===== src/common/sysref_mon_pkg.sv =====
// Shared constants and types for the reference window monitor
package sysref_mon_pkg;

    // Delay-line structure: taps every 20 ps from -60 ps to +140 ps
    localparam int unsigned TAP_SPACING_PS = 20;
    localparam int unsigned TAP_LEAD_PS    = 60;
    localparam int unsigned TAP_N          = 11;
    localparam int unsigned BIN_N          = 5;
    localparam int unsigned CFG_W          = 5;
    localparam int unsigned IDX_W          = 10;
    localparam int unsigned ADDR_W         = 12;

    // Register indices; byte address is four times the index
    localparam logic [IDX_W-1:0] IDX_DET_CLEAR  = 10'h102;
    localparam logic [IDX_W-1:0] IDX_MON_FLAGS  = 10'h140;
    localparam logic [IDX_W-1:0] IDX_PIN_FUNC   = 10'h146;
    localparam logic [IDX_W-1:0] IDX_IRQ_STATUS = 10'h150;
    localparam logic [IDX_W-1:0] IDX_IRQ_MASK   = 10'h151;

    // Field positions
    localparam int unsigned FLG_DET_BIT = 6;
    localparam int unsigned FLG_ANY_BIT = 5;
    localparam int unsigned CLR_DET_BIT = 6;
    localparam int unsigned IRQ_DET_BIT = 0;
    localparam int unsigned IRQ_WIN_BIT = 1;
    localparam int unsigned IRQ_W       = 2;

    // Reset values
    localparam logic [7:0]        RST_MON_FLAGS = 8'h00;
    localparam logic [CFG_W-1:0]  RST_PIN_FUNC  = 5'h00;
    localparam logic [IRQ_W-1:0]  RST_IRQ       = 2'h0;

    // Pin-function codes
    localparam logic [CFG_W-1:0] CFG_REF_ONLY     = 5'h00;
    localparam logic [CFG_W-1:0] CFG_REF_PDN      = 5'h03;
    localparam logic [CFG_W-1:0] CFG_REF_EXTREF   = 5'h04;
    localparam logic [CFG_W-1:0] CFG_HOP          = 5'h05;
    localparam logic [CFG_W-1:0] CFG_REF_ONLY_B   = 5'h08;
    localparam logic [CFG_W-1:0] CFG_REF_OVR      = 5'h09;
    localparam logic [CFG_W-1:0] CFG_PDN_ONLY     = 5'h0A;
    localparam logic [CFG_W-1:0] CFG_PDN_OVR      = 5'h0B;
    localparam logic [CFG_W-1:0] CFG_OVR_ONLY     = 5'h12;

    typedef enum logic [2:0] {
        ROLE_UNUSED = 3'h0,
        ROLE_REF    = 3'h1,
        ROLE_HOP    = 3'h2,
        ROLE_PDN    = 3'h3,
        ROLE_EXTREF = 3'h4,
        ROLE_OVR    = 3'h5
    } pin_role_t;

    typedef struct packed {
        logic out;
        logic oe;
    } pin_drv_t;

    typedef struct packed {
        logic             det;
        logic [BIN_N-1:0] win;
    } mon_flags_t;

endpackage


===== src/rtl/sysref_window_monitor.sv =====
// Reference presence and phase-window monitor with pin-function selector
module sysref_window_monitor
    import sysref_mon_pkg::*;
(
    // Clock and reset
    input  wire logic              i_clk_sys,
    input  wire logic              i_rst_n,
    // APB slave
    input  wire logic              i_psel,
    input  wire logic              i_penable,
    input  wire logic              i_pwrite,
    input  wire logic [ADDR_W-1:0] i_paddr,
    input  wire logic [31:0]       i_pwdata,
    input  wire logic [3:0]        i_pstrb,
    output logic                   o_pready,
    output logic [31:0]            o_prdata,
    output logic                   o_pslverr,
    // Delay-line copies of pin zero, tap 0 earliest
    input  wire logic [TAP_N-1:0]  i_ref_taps,
    // General pins
    input  wire logic              i_pin0_in,
    input  wire logic              i_pin1_in,
    output pin_drv_t               o_pin0,
    output pin_drv_t               o_pin1,
    // Pin functions
    input  wire logic              i_overrange,
    output logic [1:0]             o_hop_sel,
    output logic                   o_global_pdn,
    output logic                   o_ext_ref,
    // Interrupt
    output logic                   o_irq
);

    // Role of a general pin for a given code
    // Codes not listed leave both pins undriven
    function automatic pin_role_t pin_role(
        input logic [CFG_W-1:0] cfg,
        input logic             pin_one
    );
        pin_role_t r;
        r = ROLE_UNUSED;
        if (!pin_one) begin
            unique case (cfg)
                CFG_REF_ONLY,
                CFG_REF_PDN,
                CFG_REF_EXTREF,
                CFG_REF_ONLY_B,
                CFG_REF_OVR:    r = ROLE_REF;
                CFG_HOP:        r = ROLE_HOP;
                CFG_PDN_ONLY,
                CFG_PDN_OVR:    r = ROLE_PDN;
                CFG_OVR_ONLY:   r = ROLE_OVR;
                default:        r = ROLE_UNUSED;
            endcase
        end else begin
            unique case (cfg)
                CFG_REF_PDN:    r = ROLE_PDN;
                CFG_REF_EXTREF: r = ROLE_EXTREF;
                CFG_HOP:        r = ROLE_HOP;
                CFG_REF_OVR,
                CFG_PDN_OVR:    r = ROLE_OVR;
                default:        r = ROLE_UNUSED;
            endcase
        end
        return r;
    endfunction

    // Tap k samples at (20k - 60) ps; a change between k and k+1 lies in bin k/2
    // Either polarity counts, so a falling glitch still marks its window
    function automatic logic [BIN_N-1:0] window_hits(
        input logic [TAP_N-1:0] taps
    );
        logic [BIN_N-1:0] h;
        h = '0;
        for (int k = 0; k < TAP_N - 1; k++) begin
            if (taps[k] ^ taps[k+1]) begin
                h[k/2] = 1'b1;
            end
        end
        return h;
    endfunction

    // Write strobe for one register index
    function automatic logic wr_to(
        input logic             en,
        input logic [IDX_W-1:0] cur,
        input logic [IDX_W-1:0] target
    );
        return en && (cur == target);
    endfunction

    // Register state
    logic [CFG_W-1:0] pin_cfg_q;
    logic [CFG_W-1:0] pin_cfg_d;
    logic [IRQ_W-1:0] irq_stat_q;
    logic [IRQ_W-1:0] irq_stat_d;
    logic [IRQ_W-1:0] irq_mask_q;
    logic [IRQ_W-1:0] irq_mask_d;
    logic [31:0]      prdata_q;
    logic [31:0]      prdata_d;

    // Capture and monitor state
    logic [TAP_N:0]   cap_fall_q;
    logic [TAP_N:0]   cap_fall_d;
    logic [TAP_N:0]   cap_q;
    logic [TAP_N:0]   cap_d;
    logic             ref_prev_q;
    logic             ref_prev_d;
    mon_flags_t       flags_q;
    mon_flags_t       flags_d;

    // Pin state
    pin_drv_t         pin0_q;
    pin_drv_t         pin0_d;
    pin_drv_t         pin1_q;
    pin_drv_t         pin1_d;
    logic [1:0]       hop_q;
    logic [1:0]       hop_d;
    logic             pdn_q;
    logic             pdn_d;
    logic             ext_ref_q;
    logic             ext_ref_d;

    // Decoded bus and event terms
    logic             bus_setup;
    logic             bus_access;
    logic             addr_hit;
    logic             wr_en;
    logic [IDX_W-1:0] idx;
    logic             ref_rise;
    logic [BIN_N-1:0] hits_now;
    logic             win_any;
    logic             det_clear;
    logic             det_event;
    logic             win_event;
    pin_role_t        role0;
    pin_role_t        role1;
    logic [7:0]       flags_rd;

    assign role0 = pin_role(pin_cfg_q, 1'b0);
    assign role1 = pin_role(pin_cfg_q, 1'b1);

    // APB decode; registers sit in byte lane 0
    assign idx        = i_paddr[ADDR_W-1:2];
    assign bus_setup  = i_psel && !i_penable;
    assign bus_access = i_psel && i_penable;
    always_comb begin
        unique case (idx)
            IDX_DET_CLEAR,
            IDX_MON_FLAGS,
            IDX_PIN_FUNC,
            IDX_IRQ_STATUS,
            IDX_IRQ_MASK: addr_hit = (i_paddr[1:0] == 2'h0);
            default:      addr_hit = 1'b0;
        endcase
    end
    // Only byte lane 0 holds register bits, so its strobe gates every write
    assign wr_en     = bus_access && i_pwrite && addr_hit && i_pstrb[0];
    assign det_clear = wr_to(wr_en, idx, IDX_DET_CLEAR) && i_pwdata[CLR_DET_BIT];

    // No wait states; read data is prepared in the setup cycle
    assign o_pready  = 1'b1;
    assign o_pslverr = bus_access && !addr_hit;
    assign o_prdata  = prdata_q;

    // Falling-edge capture of the pin and its tap copies
    always_comb begin
        cap_fall_d = '0;
        if (role0 == ROLE_REF) begin
            cap_fall_d = {i_pin0_in, i_ref_taps};
        end
    end

    // Sampling on the falling edge keeps the window centred on the capture edge
    always_ff @(negedge i_clk_sys or negedge i_rst_n) begin
        if (!i_rst_n) begin
            cap_fall_q <= '0;
        end else begin
            cap_fall_q <= cap_fall_d;
        end
    end

    // Monitor flags
    assign ref_rise = cap_q[TAP_N] && !ref_prev_q;
    assign hits_now = window_hits(cap_q[TAP_N-1:0]);
    assign win_any  = |flags_q.win;
    // Presence event only on the first rise after a clear
    assign det_event = ref_rise && !flags_q.det;
    assign win_event = ref_rise && (|hits_now);

    always_comb begin
        cap_d      = cap_fall_q;
        ref_prev_d = cap_q[TAP_N];
        flags_d    = flags_q;
        if (ref_rise) begin
            flags_d.win = hits_now;
        end
        // Set wins over a clear in the same cycle
        if (ref_rise) begin
            flags_d.det = 1'b1;
        end else if (det_clear) begin
            flags_d.det = 1'b0;
        end
    end

    always_ff @(posedge i_clk_sys or negedge i_rst_n) begin
        if (!i_rst_n) begin
            cap_q      <= '0;
            ref_prev_q <= 1'b0;
            flags_q    <= '0;
        end else begin
            cap_q      <= cap_d;
            ref_prev_q <= ref_prev_d;
            flags_q    <= flags_d;
        end
    end

    // Flags register image; bit 7 reads as zero
    always_comb begin
        flags_rd              = RST_MON_FLAGS;
        flags_rd[FLG_DET_BIT] = flags_q.det;
        flags_rd[FLG_ANY_BIT] = win_any;
        flags_rd[BIN_N-1:0]   = flags_q.win;
    end

    // Software registers and interrupt
    always_comb begin
        pin_cfg_d  = pin_cfg_q;
        irq_mask_d = irq_mask_q;
        irq_stat_d = irq_stat_q;
        prdata_d   = prdata_q;
        if (wr_to(wr_en, idx, IDX_PIN_FUNC)) begin
            pin_cfg_d = i_pwdata[CFG_W-1:0];
        end
        if (wr_to(wr_en, idx, IDX_IRQ_MASK)) begin
            irq_mask_d = i_pwdata[IRQ_W-1:0];
        end
        if (wr_to(wr_en, idx, IDX_IRQ_STATUS)) begin
            irq_stat_d = irq_stat_q & ~i_pwdata[IRQ_W-1:0];
        end
        // Events applied after the clear so a coincident event is kept
        if (det_event) begin
            irq_stat_d[IRQ_DET_BIT] = 1'b1;
        end
        if (win_event) begin
            irq_stat_d[IRQ_WIN_BIT] = 1'b1;
        end
        if (bus_setup && !i_pwrite) begin
            prdata_d = '0;
            // Misaligned or unmapped reads return zero
            if (addr_hit) begin
                unique case (idx)
                    IDX_MON_FLAGS:  prdata_d[7:0]       = flags_rd;
                    IDX_PIN_FUNC:   prdata_d[CFG_W-1:0] = pin_cfg_q;
                    IDX_IRQ_STATUS: prdata_d[IRQ_W-1:0] = irq_stat_q;
                    IDX_IRQ_MASK:   prdata_d[IRQ_W-1:0] = irq_mask_q;
                    default:        prdata_d            = '0;
                endcase
            end
        end
    end

    always_ff @(posedge i_clk_sys or negedge i_rst_n) begin
        if (!i_rst_n) begin
            pin_cfg_q  <= RST_PIN_FUNC;
            irq_mask_q <= RST_IRQ;
            irq_stat_q <= RST_IRQ;
            prdata_q   <= '0;
        end else begin
            pin_cfg_q  <= pin_cfg_d;
            irq_mask_q <= irq_mask_d;
            irq_stat_q <= irq_stat_d;
            prdata_q   <= prdata_d;
        end
    end

    // Level output straight from registers, no added cycle of latency
    assign o_irq = |(irq_stat_q & irq_mask_q);

    // Pin functions; outputs lag the pins by one cycle
    always_comb begin
        pin0_d     = '0;
        pin1_d     = '0;
        hop_d      = 2'h0;
        pdn_d      = 1'b0;
        ext_ref_d  = 1'b0;
        if (role0 == ROLE_OVR) begin
            pin0_d.oe  = 1'b1;
            pin0_d.out = i_overrange;
        end
        if (role1 == ROLE_OVR) begin
            pin1_d.oe  = 1'b1;
            pin1_d.out = i_overrange;
        end
        if (role0 == ROLE_HOP) begin
            hop_d = {i_pin1_in, i_pin0_in};
        end
        if (role0 == ROLE_PDN) begin
            pdn_d = i_pin0_in;
        end else if (role1 == ROLE_PDN) begin
            pdn_d = i_pin1_in;
        end
        if (role1 == ROLE_EXTREF) begin
            ext_ref_d = i_pin1_in;
        end
    end

    always_ff @(posedge i_clk_sys or negedge i_rst_n) begin
        if (!i_rst_n) begin
            pin0_q    <= '0;
            pin1_q    <= '0;
            hop_q     <= 2'h0;
            pdn_q     <= 1'b0;
            ext_ref_q <= 1'b0;
        end else begin
            pin0_q    <= pin0_d;
            pin1_q    <= pin1_d;
            hop_q     <= hop_d;
            pdn_q     <= pdn_d;
            ext_ref_q <= ext_ref_d;
        end
    end

    assign o_pin0       = pin0_q;
    assign o_pin1       = pin1_q;
    assign o_hop_sel    = hop_q;
    assign o_global_pdn = pdn_q;
    assign o_ext_ref    = ext_ref_q;

endmodule


===== config.mk =====
export PLATFORM = sky130hd
export DESIGN_NAME = sysref_window_monitor
export DESIGN_NICKNAME = d
export VERILOG_FILES = /design/src/common/sysref_mon_pkg.sv /design/src/rtl/sysref_window_monitor.sv
export SDC_FILE = /design/constraint.sdc
export NUM_CORES = 1
export LEC_CHECK = 0
export BUFFER_PORTS_ARGS = -buffer_cell sky130_fd_sc_hd__buf_2
export CORE_MARGIN = 3
export CORE_UTILIZATION = 51
export CTS_CLUSTER_DIAMETER = 100
export CTS_CLUSTER_SIZE = 14
export DETAILED_ROUTE_END_ITERATION = 7
export PLACE_DENSITY_LB_ADDON = 0.15
export SLEW_MARGIN = 20
export SYNTH_ARGS = -nofsm -noshare
export SYNTH_HDL_FRONTEND = slang
export SYNTH_SLANG_ARGS = --single-unit

===== constraint.sdc =====
create_clock -name i_clk_sys -period 2.9 [get_ports i_clk_sys]
set_input_delay 0.145 -clock i_clk_sys [delete_from_list [all_inputs] [get_ports i_clk_sys]]
set_output_delay 0.145 -clock i_clk_sys [all_outputs]
set_load 0.005 [all_outputs]

# After elaboration in Yosys (flattened, before gate mapping)
# Memory sizes are Yosys's and may differ from the RTL's.
# Cells that the tools add are included.
# totals
register_bits,80
romBits,96
in_bits,67
output_inout_bits,43
wordCells,105
mem_count,1
# mem_list
memory,depth,width,rd,rd_clocked_by_memory_dff,write_ports,line_no,text
(no name shown),32,3,1,0,0,sysref_window_monitor.sv:43,unique case (cfg)
# op_classes
eq_ne,17
mux,28
n_bitwise,13
reduce_logical,29
# op_table
op,n
$eq 10x9->1 const B,5
$mux 1,18
$logic_and 1x1->1,15
$reduce_or 5->1,3
$mux 12,1
$pmux 3 s4,1
$eq 5x3->1 const B,2
$eq 5x4->1 const B,2
$mux 2,5
$xor 1x1->1,10
$eq 3x2->1 const B,3
$eq 3x3->1 const B,3
$pmux 2 s4,1
$mux 7,1
$pmux 3 s2,1
$reduce_bool 2->1,3
$eq 5x2->1 const B,1
$logic_not 1->1,5
$and 2x2->2,2
$reduce_or 2->1,2
$eq 3x1->1 const B,1
$logic_not 2->1,1
$not 2->2,1

# Longest topological paths before layout
# Gate-level depths: netlist of the first run.
# logic_depth
ltp_word,9
depth_mapped,7
depth_no_buf,6

==> results of run 1 <==
[cell type report]
| class | count | area (um^2) | share of cell area [%] |
|---|---|---|---|
| well taps | 67 | 83.83 | 2.727 |
| multi-input cells | 171 | 1102 | 35.86 |
| flip-flops and latches | 55 | 1376 | 44.77 |
| repair buffers | 71 | 416.7 | 13.55 |
| clock inverters | 2 | 11.26 | 0.3663 |
| inverters | 3 | 11.26 | 0.3663 |
| clock buffers | 6 | 72.57 | 2.361 |
[routing by layer]
| metal | up-vias | track usage [%] | routed length, um |
|---|---|---|---|
| met5 | - | 0 | 0 |
| met4 | 0 | 5.516 | 51 |
| met3 | 7 | 4.343 | 270 |
| met2 | 56 | 28.93 | 2314 |
| met1 | 858 | 23.17 | 2180 |
| li1 | 914 | - | - |
[report_power, final]
group / switching (mW) / internal, mW / leakage, nW
combinational: 0.0616 / 0.0455 / 0.795
clock: 0.228 / 0.170 / 0.0455
sequential: 0.0180 / 0.795 / 0.684
[critical path, delay by kind of cell (launching register included)]
kind                       cells  cell delay (ns)
adders and majority gates      1             0.27
and+or+nand+nor                3             0.45
DFF                            1             0.38
AOI/OAI and AO/OA              1             0.07
buffers and inverters          2             0.20
[cell usage after synthesis, types with 3 or more instances]
cell	instances	area [um^2]
and3_1	5	31.28
buf_4	26	195.2
ha_1	4	50.05
or3_1	3	18.77
a22oi_1	5	37.54
o31ai_1	5	37.54
a21oi_1	4	20.02
nor2_1	13	48.80
nand2_1	20	75.07
clkbuf_1	7	26.28
nor3_1	7	35.03
inv_1	3	11.26
nand3b_1	3	22.52
dfrtn_1	12	300.3
o21ai_0	6	30.03
nor2b_1	5	31.28
and2_1	14	87.58
nand4_1	3	18.77
dfrtp_1	43	1076
mux2_2	7	78.83
nand3_1	5	25.02
[final timing paths]
path                         startpoint          to  slack (ns)
hold reg to reg               cap_q[11]  ref_prev_q        0.39
setup / recovery           pin_cfg_q[1]    cap_d[0]       -0.08
hold / removal              i_overrange   o_pin1[1]        0.06
max in group asynchronous       i_rst_n    cap_d[0]        0.81
min in group asynchronous       i_rst_n    cap_q[5]        0.37
setup reg to reg           pin_cfg_q[1]    cap_d[0]       -0.08
[stage by stage]
stage / setup slack, ns / setup TNS, ns / hold WS (ns) / power, mW / std cells
after floorplan: -0.06515 / -0.6515 / -0.1506 / 0.9032 / 263
after global placement: -0.1296 / -1.539 / 0.1564 / 0.9323 / 363
after detailed placement: -0.2262 / -2.589 / 0.1556 / 0.9346 / 363
after CTS: -0.07380 / -0.6896 / 0.05452 / 1.334 / 374
after global routing: -0.1829 / -2.022 / 0.04944 / 1.391 / 375
final: -0.08128 / -0.7536 / 0.06101 / 1.318 / 375
[state kept, by name, summed over array words and instances (netlist names)]
signal	cells
o_hop_sel	2
o_pin1	2
irq_mask_q	2
flags_q	6
o_pin0	2
o_prdata	7
irq_stat_q	2
cap_q	12
pin_cfg_q	5
ref_prev_q	1
o_ext_ref	1
o_global_pdn	1
cap_d	12
[timing repair]
| item | CTS | global route |
|---|---|---|
| endpoints found under the setup margin | 12 | 12 |
| setup buffers | 2 | 1 |
| hold endpoints to repair | 12 | 0 |
| resized for setup | 8 | 1 |
| hold buffers | 1 | 0 |
| pin swaps | 1 | 0 |
| gates cloned | 0 | 0 |
[cell families after synthesis]
family                   Yosys count  share of synthesized area, %
AND/OR/NAND/NOR                   96                         21.49
flip-flops                        55                         53.11
buffers and inverters             37                         9.416
AO/OA/AOI/OAI                     35                         9.610
multiplexers                       9                         3.815
adder cells (fa/ha/maj)            4                         1.932
other                              2                        0.2898
XOR/XNOR                           1                        0.3381
==> impl_metrics.py, run 1 <==
metrics = {
    "run_status": {
        "outcome": "finished, violations left",
        "violations": "negative setup slack",
    },
    "synthesis": {
        "synthArstFlopShare_pct": 100.0,
        "synthCells": 239,
        "synth_edf_count": 0,
        "ys_seq_area_share_pct": 53.11,
        "synth_top_flop_cell": "dfrtp_1",
        "yosys_register_bits": 55,
        "syn-mean-instance-area_um2": 10.84,
        "synth.distinct_cells": 48,
        "syn_area_um2": 2591,
        "yosysWarnings": 0,
    },
    "global_routing": {
        "antenna_found_initial": 0,
        "first_global_vias": 1871,
        "grt_pass1_wl_um": 8459,
        "gr-usage-all-layers_pct": 17.68,
        "grt_max_degree": 32,
        "grt_overflow": 0,
    },
    "worst_setup_path": {
        "rr_worst_depth": 7,
        "cp-start-kind": "flop",
        "crit_slowest_cell": "dfrtp_1",
        "endpoint_kind": "flop",
        "critPathMaxStageDelay_ns": 0.38,
        "arrival_ns": 1.68,
        "crit_fanout": 12,
        "cp_cell_sequence": "inv_2 > ha_1 > nor2b_4 > o2bb2ai_2 > nor3b_4 > buf_12 > and2_1",
        "criticalPathCategory": "flop to flop",
        "critical_path_required_ns": 1.60,
    },
    "cts": {
        "cts_tree": "done",
        "cts-htree-levels": 2,
        "ctsRootBufferMaster": "clkbuf_8",
        "clockBufferDepth": 2,
        "cts.sinks": 55,
        "path_clk_slew_ns": 0.09,
        "clk_latency_ns": 0.30,
        "numCtsBuffers": 5,
    },
    "drt": {
        "avgRoutedWirePerCell_um": 12.85,
        "drtIter0Drc": 80,
        "first_pass_iters": 4,
        "drc_errors": 0,
        "drt-total-wl_um": 4817,
        "antenna_left": 0,
        "via_per_inst": 4.893,
        "vias": 1835,
    },
    "timing": {
        "setup_violations": 12,
        "setup_slack_ns": -0.08128,
        "slew_headroom_pct": 64.90,
        "slew_violations": 0,
        "tightest_slew_ns": 0.5265,
        "rsz0062_at_grt": "true",
        "hold_viol_final": 0,
        "skew_ns": 0.006477,
    },
    "cells_and_area": {
        "drive_gt1_share_pct": 32.14,
        "mostFrequentLayoutCell": "buf_2",
        "layout_common_cells": "buf_2 (54), dfrtp_1 (43), conb_1 (26), nand2_1 (20)",
        "n_fill_cell": 450,
        "final_area_um2": 3074,
        "area_growth_pct": 18.64,
        "nets": 378,
        "fin_util_pct": 63.82,
        "num_antenna_cells": 0,
    },
    "flow_run": {
        "maxCapViolations": 0,
    },
    "placed_design": {
        "placed_area_um2": 2905,
        "hpwl_um": 3685,
        "place_congestion": 0.8645,
        "port_buffers": 54,
    },
    "min_path": {
        "hold_depth": 2,
        "hold_class": "input pin to flop",
    },
    "floorplanning": {
        "dieWidth_um": 77.28,
        "start_util_pct": 53.79,
        "ios": 110,
        "chipHeight_um": 77.28,
        "fp.dieArea_um2": 5972,
        "rows": 25,
        "core-area_um2": 4817,
    },
    "power_and_ir_drop": {
        "peakVddDrop_mv": 0.3412,
        "p_per_area_nw_per_um2": 428.8,
        "p_leak_nw": 1.525,
    },
}
No activity file was read; power rests on OpenSTA's default activity.
==> run 2: changes to the inputs <==
--- a/config.mk
+++ b/config.mk
@@ -7,7 +7,7 @@
 export LEC_CHECK = 0
 export BUFFER_PORTS_ARGS = -buffer_cell sky130_fd_sc_hd__buf_2
 export CORE_MARGIN = 3
-export CORE_UTILIZATION = 51
+export CORE_UTILIZATION = 48
 export CTS_CLUSTER_DIAMETER = 100
 export CTS_CLUSTER_SIZE = 14
 export DETAILED_ROUTE_END_ITERATION = 7
==> constraint.sdc (replaced) <==
create_clock -name i_clk_sys -period 2.8 [get_ports i_clk_sys]
set_input_delay 0.14 -clock i_clk_sys [delete_from_list [all_inputs] [get_ports i_clk_sys]]
set_output_delay 0.14 -clock i_clk_sys [all_outputs]
set_load 0.005 [all_outputs]
==> impl_metrics.py, run 2 (same netlist as run 1, synthesis figures left out) <==
metrics = {
    "timing": {
        "rsz0062_at_grt": "true",
        "setup_violations": 12,
        "tightest_slew_ns": 0.5354,
        "hold_viol_final": 0,
        "slew_violations": 0,
        "slew_headroom_pct": 63.81,
        "skew_ns": 0.01315,
        "setup_slack_ns": -0.1024,
    },
    "power_and_ir_drop": {
        "clock_power_share_pct": 32.6,
        "power_frac_seq_pct": 59.5,
        "fin_total_pwr_mw": 1.413,
        "p_comb_share_pct": 7.8,
        "p_per_area_nw_per_um2": 465.3,
        "p_leak_nw": 1.501,
        "switching_share_pct": 25.25,
        "peakVddDrop_mv": 0.3158,
        "power.internal_mw": 1.057,
        "power_switching_uw": 356.9,
    },
    "cells_and_area": {
        "drive_gt1_share_pct": 31.58,
        "layout_common_cells": "buf_2 (54), dfrtp_1 (42), conb_1 (26), nand2_1 (20), and2_1 (14)",
        "num_antenna_cells": 0,
        "finalNonFillerCells": 374,
        "mostFrequentLayoutCell": "buf_2",
        "area_growth_pct": 17.24,
        "nets": 374,
        "final_area_um2": 3038,
    },
    "placed_design": {
        "hpwl_um": 3495,
        "port_buffers": 54,
        "place_ws_ns": -0.2647,
        "placed_cells": 364,
        "placed_area_um2": 2894,
        "place_congestion": 0.8759,
    },
    "cts": {
        "cts_tree": "done",
        "numCtsBuffers": 5,
        "cts.sinks": 55,
        "clockBufferDepth": 2,
        "path_clk_slew_ns": 0.10,
        "ctsRootBufferMaster": "clkbuf_8",
        "cts-htree-levels": 2,
        "clk_latency_ns": 0.31,
    },
    "global_routing": {
        "antenna_found_initial": 0,
        "grt_overflow": 0,
        "grt_pass1_wl_um": 7755,
        "first_global_vias": 1649,
        "gr-usage-all-layers_pct": 15.69,
        "grt_max_degree": 37,
    },
    "worst_setup_path": {
        "cp-startpoint": "pin_cfg_q[1]",
        "critical_path_required_ns": 1.56,
        "endpoint_kind": "flop",
        "criticalPathCategory": "flop to flop",
        "timing.rr.end": "cap_d[0]",
        "rr_worst_depth": 7,
        "cp-start-kind": "flop",
        "r2r_setup_slack_ns": -0.10,
        "crit_path_end": "cap_d[0]",
        "reg2reg_from": "pin_cfg_q[1]",
        "arrival_ns": 1.66,
        "crit_fanout": 12,
    },
    "drt": {
        "drt-total-wl_um": 4698,
        "antenna_left": 0,
        "drtIter0Drc": 60,
        "via_per_inst": 4.775,
        "first_pass_iters": 4,
        "avgRoutedWirePerCell_um": 12.56,
        "vias": 1786,
        "drc_errors": 0,
    },
    "min_path": {
        "hold_class": "input pin to flop",
    },
    "floorplanning": {
        "fp.dieArea_um2": 6316,
        "ios": 110,
        "start_util_pct": 50.10,
        "dieWidth_um": 79.48,
        "rows": 26,
        "core-area_um2": 5172,
        "chipHeight_um": 79.48,
    },
    "run_status": {
        "violations": "negative setup slack",
        "outcome": "finished, violations left",
    },
    "flow_run": {
        "maxCapViolations": 0,
    },
}
## run 2: area by class of cell
type,instances,area (um^2)
fill,452,2135
sequential,55,1378
multi-input combinational,171,1090
timing repair buffer,67,374.1
tap,70,87.58
clock buffer,5,68.82
clock inverter,3,28.78
inverter,3,11.26
## run 2: per-layer routing
layer / track usage, % / wire (um) / vias to the layer above
li1: - / - / 914
met1: 21.71 / 2158 / 817
met2: 24.62 / 2220 / 53
met3: 3.950 / 286 / 2
met4: 4.124 / 32 / 0
met5: 0 / 0 / -
## run 2: power groups by stage
stage / registers [mW] / logic (mW) / clock network, mW
detailed placement: 0.858 / 0.110 / 0
finish: 0.842 / 0.110 / 0.461
floorplan: 0.853 / 0.0825 / 0
global route: 0.845 / 0.130 / 0.512
global placement: 0.856 / 0.109 / 0
CTS: 0.842 / 0.112 / 0.470
## run 2: worst max-delay path: stages, from the launching register on
cell and delay [ns]:
dfrtp_1 0.39, inv_2 0.05, ha_1 0.27, nor2b_4 0.15, o2bb2ai_2 0.07, nor3b_4 0.15
buf_6 0.14, and2_1 0.15
## run 2: worst min path at each step
stage	from	end	depth (start not counted)
finish	i_overrange	o_pin1[1]	2
CTS	i_overrange	o_pin1[1]	2
floorplan	i_rst_n	cap_q[0]	0
detailed placement	i_rst_n	cap_q[6]	1
global route	i_overrange	o_pin1[1]	2
global placement	i_rst_n	cap_q[6]	1
## run 2: through the flow
stage | setup TNS (ns) | util, % | hold WS, ns
3_3_place_gp | -2.199 | 55.95 | 0.1054
4_1_cts | -0.7604 | 58.73 | 0.04526
5_1_grt | -1.898 | 58.73 | 0.03718
6_report | -1.052 | 58.73 | 0.05671
3_5_place_dp | -3.141 | 55.95 | 0.1060
2_1_floorplan | -1.152 | - | -0.1556
## run 2: timing repair
| item | CTS | global route |
|---|---|---|
| hold buffers | 1 | 0 |
| pin swaps | 1 | 0 |
| endpoints found under the setup margin | 12 | 12 |
| endpoints found under the hold margin | 7 | 0 |
| cloned | 0 | 0 |
| buffers inserted | 1 | 0 |
| gates resized for setup | 8 | 0 |
==> run 3: changes to the inputs <==
--- a/config.mk
+++ b/config.mk
@@ -7,7 +7,8 @@
 export LEC_CHECK = 0
 export BUFFER_PORTS_ARGS = -buffer_cell sky130_fd_sc_hd__buf_2
 export CORE_MARGIN = 3
-export CORE_UTILIZATION = 48
+export CORE_UTILIZATION = 49
+export CTS_BUF_LIST = sky130_fd_sc_hd__clkbuf_4 sky130_fd_sc_hd__clkbuf_8
 export CTS_CLUSTER_DIAMETER = 100
 export CTS_CLUSTER_SIZE = 14
 export DETAILED_ROUTE_END_ITERATION = 7
==> impl_metrics.py, run 3 (same netlist as run 1, synthesis figures left out) <==
metrics = {
    "timing": {
        "setup_slack_ns": -0.1103,
        "hold_viol_final": 0,
        "skew_ns": 0.01335,
        "tightest_slew_ns": 0.5844,
        "rsz0062_at_grt": "true",
        "setup_violations": 12,
        "slew_violations": 0,
        "slew_headroom_pct": 60.49,
    },
    "floorplanning": {
        "chipHeight_um": 78.72,
        "dieWidth_um": 78.72,
        "fp.dieArea_um2": 6197,
        "start_util_pct": 52.76,
        "rows": 25,
        "ios": 110,
        "core-area_um2": 4911,
    },
    "cts": {
        "clk_latency_ns": 0.31,
        "numCtsBuffers": 5,
        "path_clk_slew_ns": 0.11,
        "ctsRootBufferMaster": "clkbuf_8",
        "cts.sinks": 55,
        "cts_tree": "done",
        "clockBufferDepth": 2,
        "cts-htree-levels": 2,
    },
    "worst_setup_path": {
        "cp-startpoint": "pin_cfg_q[0]",
        "endpoint_kind": "flop",
        "critical_path_required_ns": 1.57,
        "cp-start-kind": "flop",
        "crit_slowest_cell": "dfrtp_1",
        "cp_cell_sequence": "buf_4 > ha_2 > nand3b_1 > a21oi_2 > nor3b_4 > buf_12 > and2_1",
        "cp_num_buf_inv": 2,
        "crit_family": "flip-flops",
        "critPathMaxStageDelay_ns": 0.36,
        "reg2reg_from": "pin_cfg_q[0]",
        "criticalPathCategory": "flop to flop",
        "crit_fanout": 12,
        "arrival_ns": 1.68,
    },
    "cells_and_area": {
        "layout_common_cells": "buf_2 (54), dfrtp_1 (43), conb_1 (26), nand2_1 (20), buf_4 (16)",
        "num_antenna_cells": 0,
        "fin_util_pct": 63.18,
        "nets": 379,
        "area_growth_pct": 19.75,
        "mostFrequentLayoutCell": "buf_2",
        "regArea_um2": 1376,
        "drive_gt1_share_pct": 32.69,
        "n_fill_cell": 429,
        "final_area_um2": 3103,
        "multi_input_area_um2": 1092,
    },
    "drt": {
        "via_per_inst": 4.907,
        "first_pass_iters": 4,
        "vias": 1845,
        "antenna_left": 0,
        "avgRoutedWirePerCell_um": 13.06,
        "drtIter0Drc": 48,
        "drc_errors": 0,
        "drt-total-wl_um": 4911,
    },
    "global_routing": {
        "gr-usage-all-layers_pct": 16.84,
        "grt_max_degree": 33,
        "antenna_found_initial": 0,
        "first_global_vias": 1805,
        "grt_pass1_wl_um": 8300,
        "grt_overflow": 0,
    },
    "placed_design": {
        "placed_area_um2": 2905,
        "place_congestion": 0.7764,
        "hpwl_um": 3648,
        "port_buffers": 54,
    },
    "power_and_ir_drop": {
        "p_per_area_nw_per_um2": 483.3,
        "p_leak_nw": 1.543,
        "peakVddDrop_mv": 0.3436,
    },
    "run_status": {
        "outcome": "finished, violations left",
        "violations": "negative setup slack",
    },
    "min_path": {
        "min_from": "i_overrange",
        "hold_class": "input pin to flop",
    },
    "flow_run": {
        "maxCapViolations": 0,
    },
}
-- run 3: layout make-up --
class	instances	area share (%)
flip-flops and latches	55	44.35
inverters	3	0.3629
clock inverters	3	1.613
well taps	67	2.702
clock buffers	5	2.218
multi-input cells	171	35.20
repair buffers	72	13.55
-- run 3: routing by layer --
metal | track usage, % | vias up | part of all wire [%]
li1 | - | 922 | -
met1 | 22.84 | 864 | 46
met2 | 27.08 | 53 | 46
met3 | 4.082 | 6 | 6.9
met4 | 4.720 | 0 | 1.0
met5 | 0 | - | 0
-- run 3: stage by stage --
| step | TNS, ns | worst slack, ns | hold slack [ns] | power (mW) | cells |
|---|---|---|---|---|---|
| global placement | -2.420 | -0.2039 | 0.1326 | 0.9663 | 363 |
| detailed placement | -3.342 | -0.2862 | 0.1414 | 0.9684 | 363 |
| floorplan | -1.152 | -0.1152 | -0.1556 | 0.9354 | 263 |
| CTS | -1.025 | -0.09934 | 0.03807 | 1.518 | 374 |
| global route | -2.027 | -0.1833 | 0.05009 | 1.570 | 376 |
| finish | -1.168 | -0.1103 | 0.04825 | 1.500 | 376 |
-- run 3: power breakdown --
group	leakage (nW)	internal (mW)	total [mW]	switching, mW
Sequential	0.684	0.824	0.843	0.0195
Combinational	0.798	0.0472	0.110	0.0630
Clock	0.0607	0.276	0.546	0.270
-- run 3: path summary, 6_finish.rpt --
path	endpoint	slack, ns	cells after the start
max	cap_d[0]	-0.11	7
min	o_pin1[1]	0.05	2
max reg2reg	cap_d[0]	-0.11	7
min reg2reg	ref_prev_q	0.39	0
max in group asynchronous	cap_d[9]	0.81	2
min in group asynchronous	cap_q[5]	0.33	2
-- run 3: what timing repair did --
action / CTS / global route
pin swaps: 1 / 1
gates cloned: 0 / 0
buffers inserted: 2 / 2
resized for setup: 5 / 2
hold endpoints to repair: 11 / 0
hold buffers: 1 / 0
setup endpoints to repair: 12 / 12
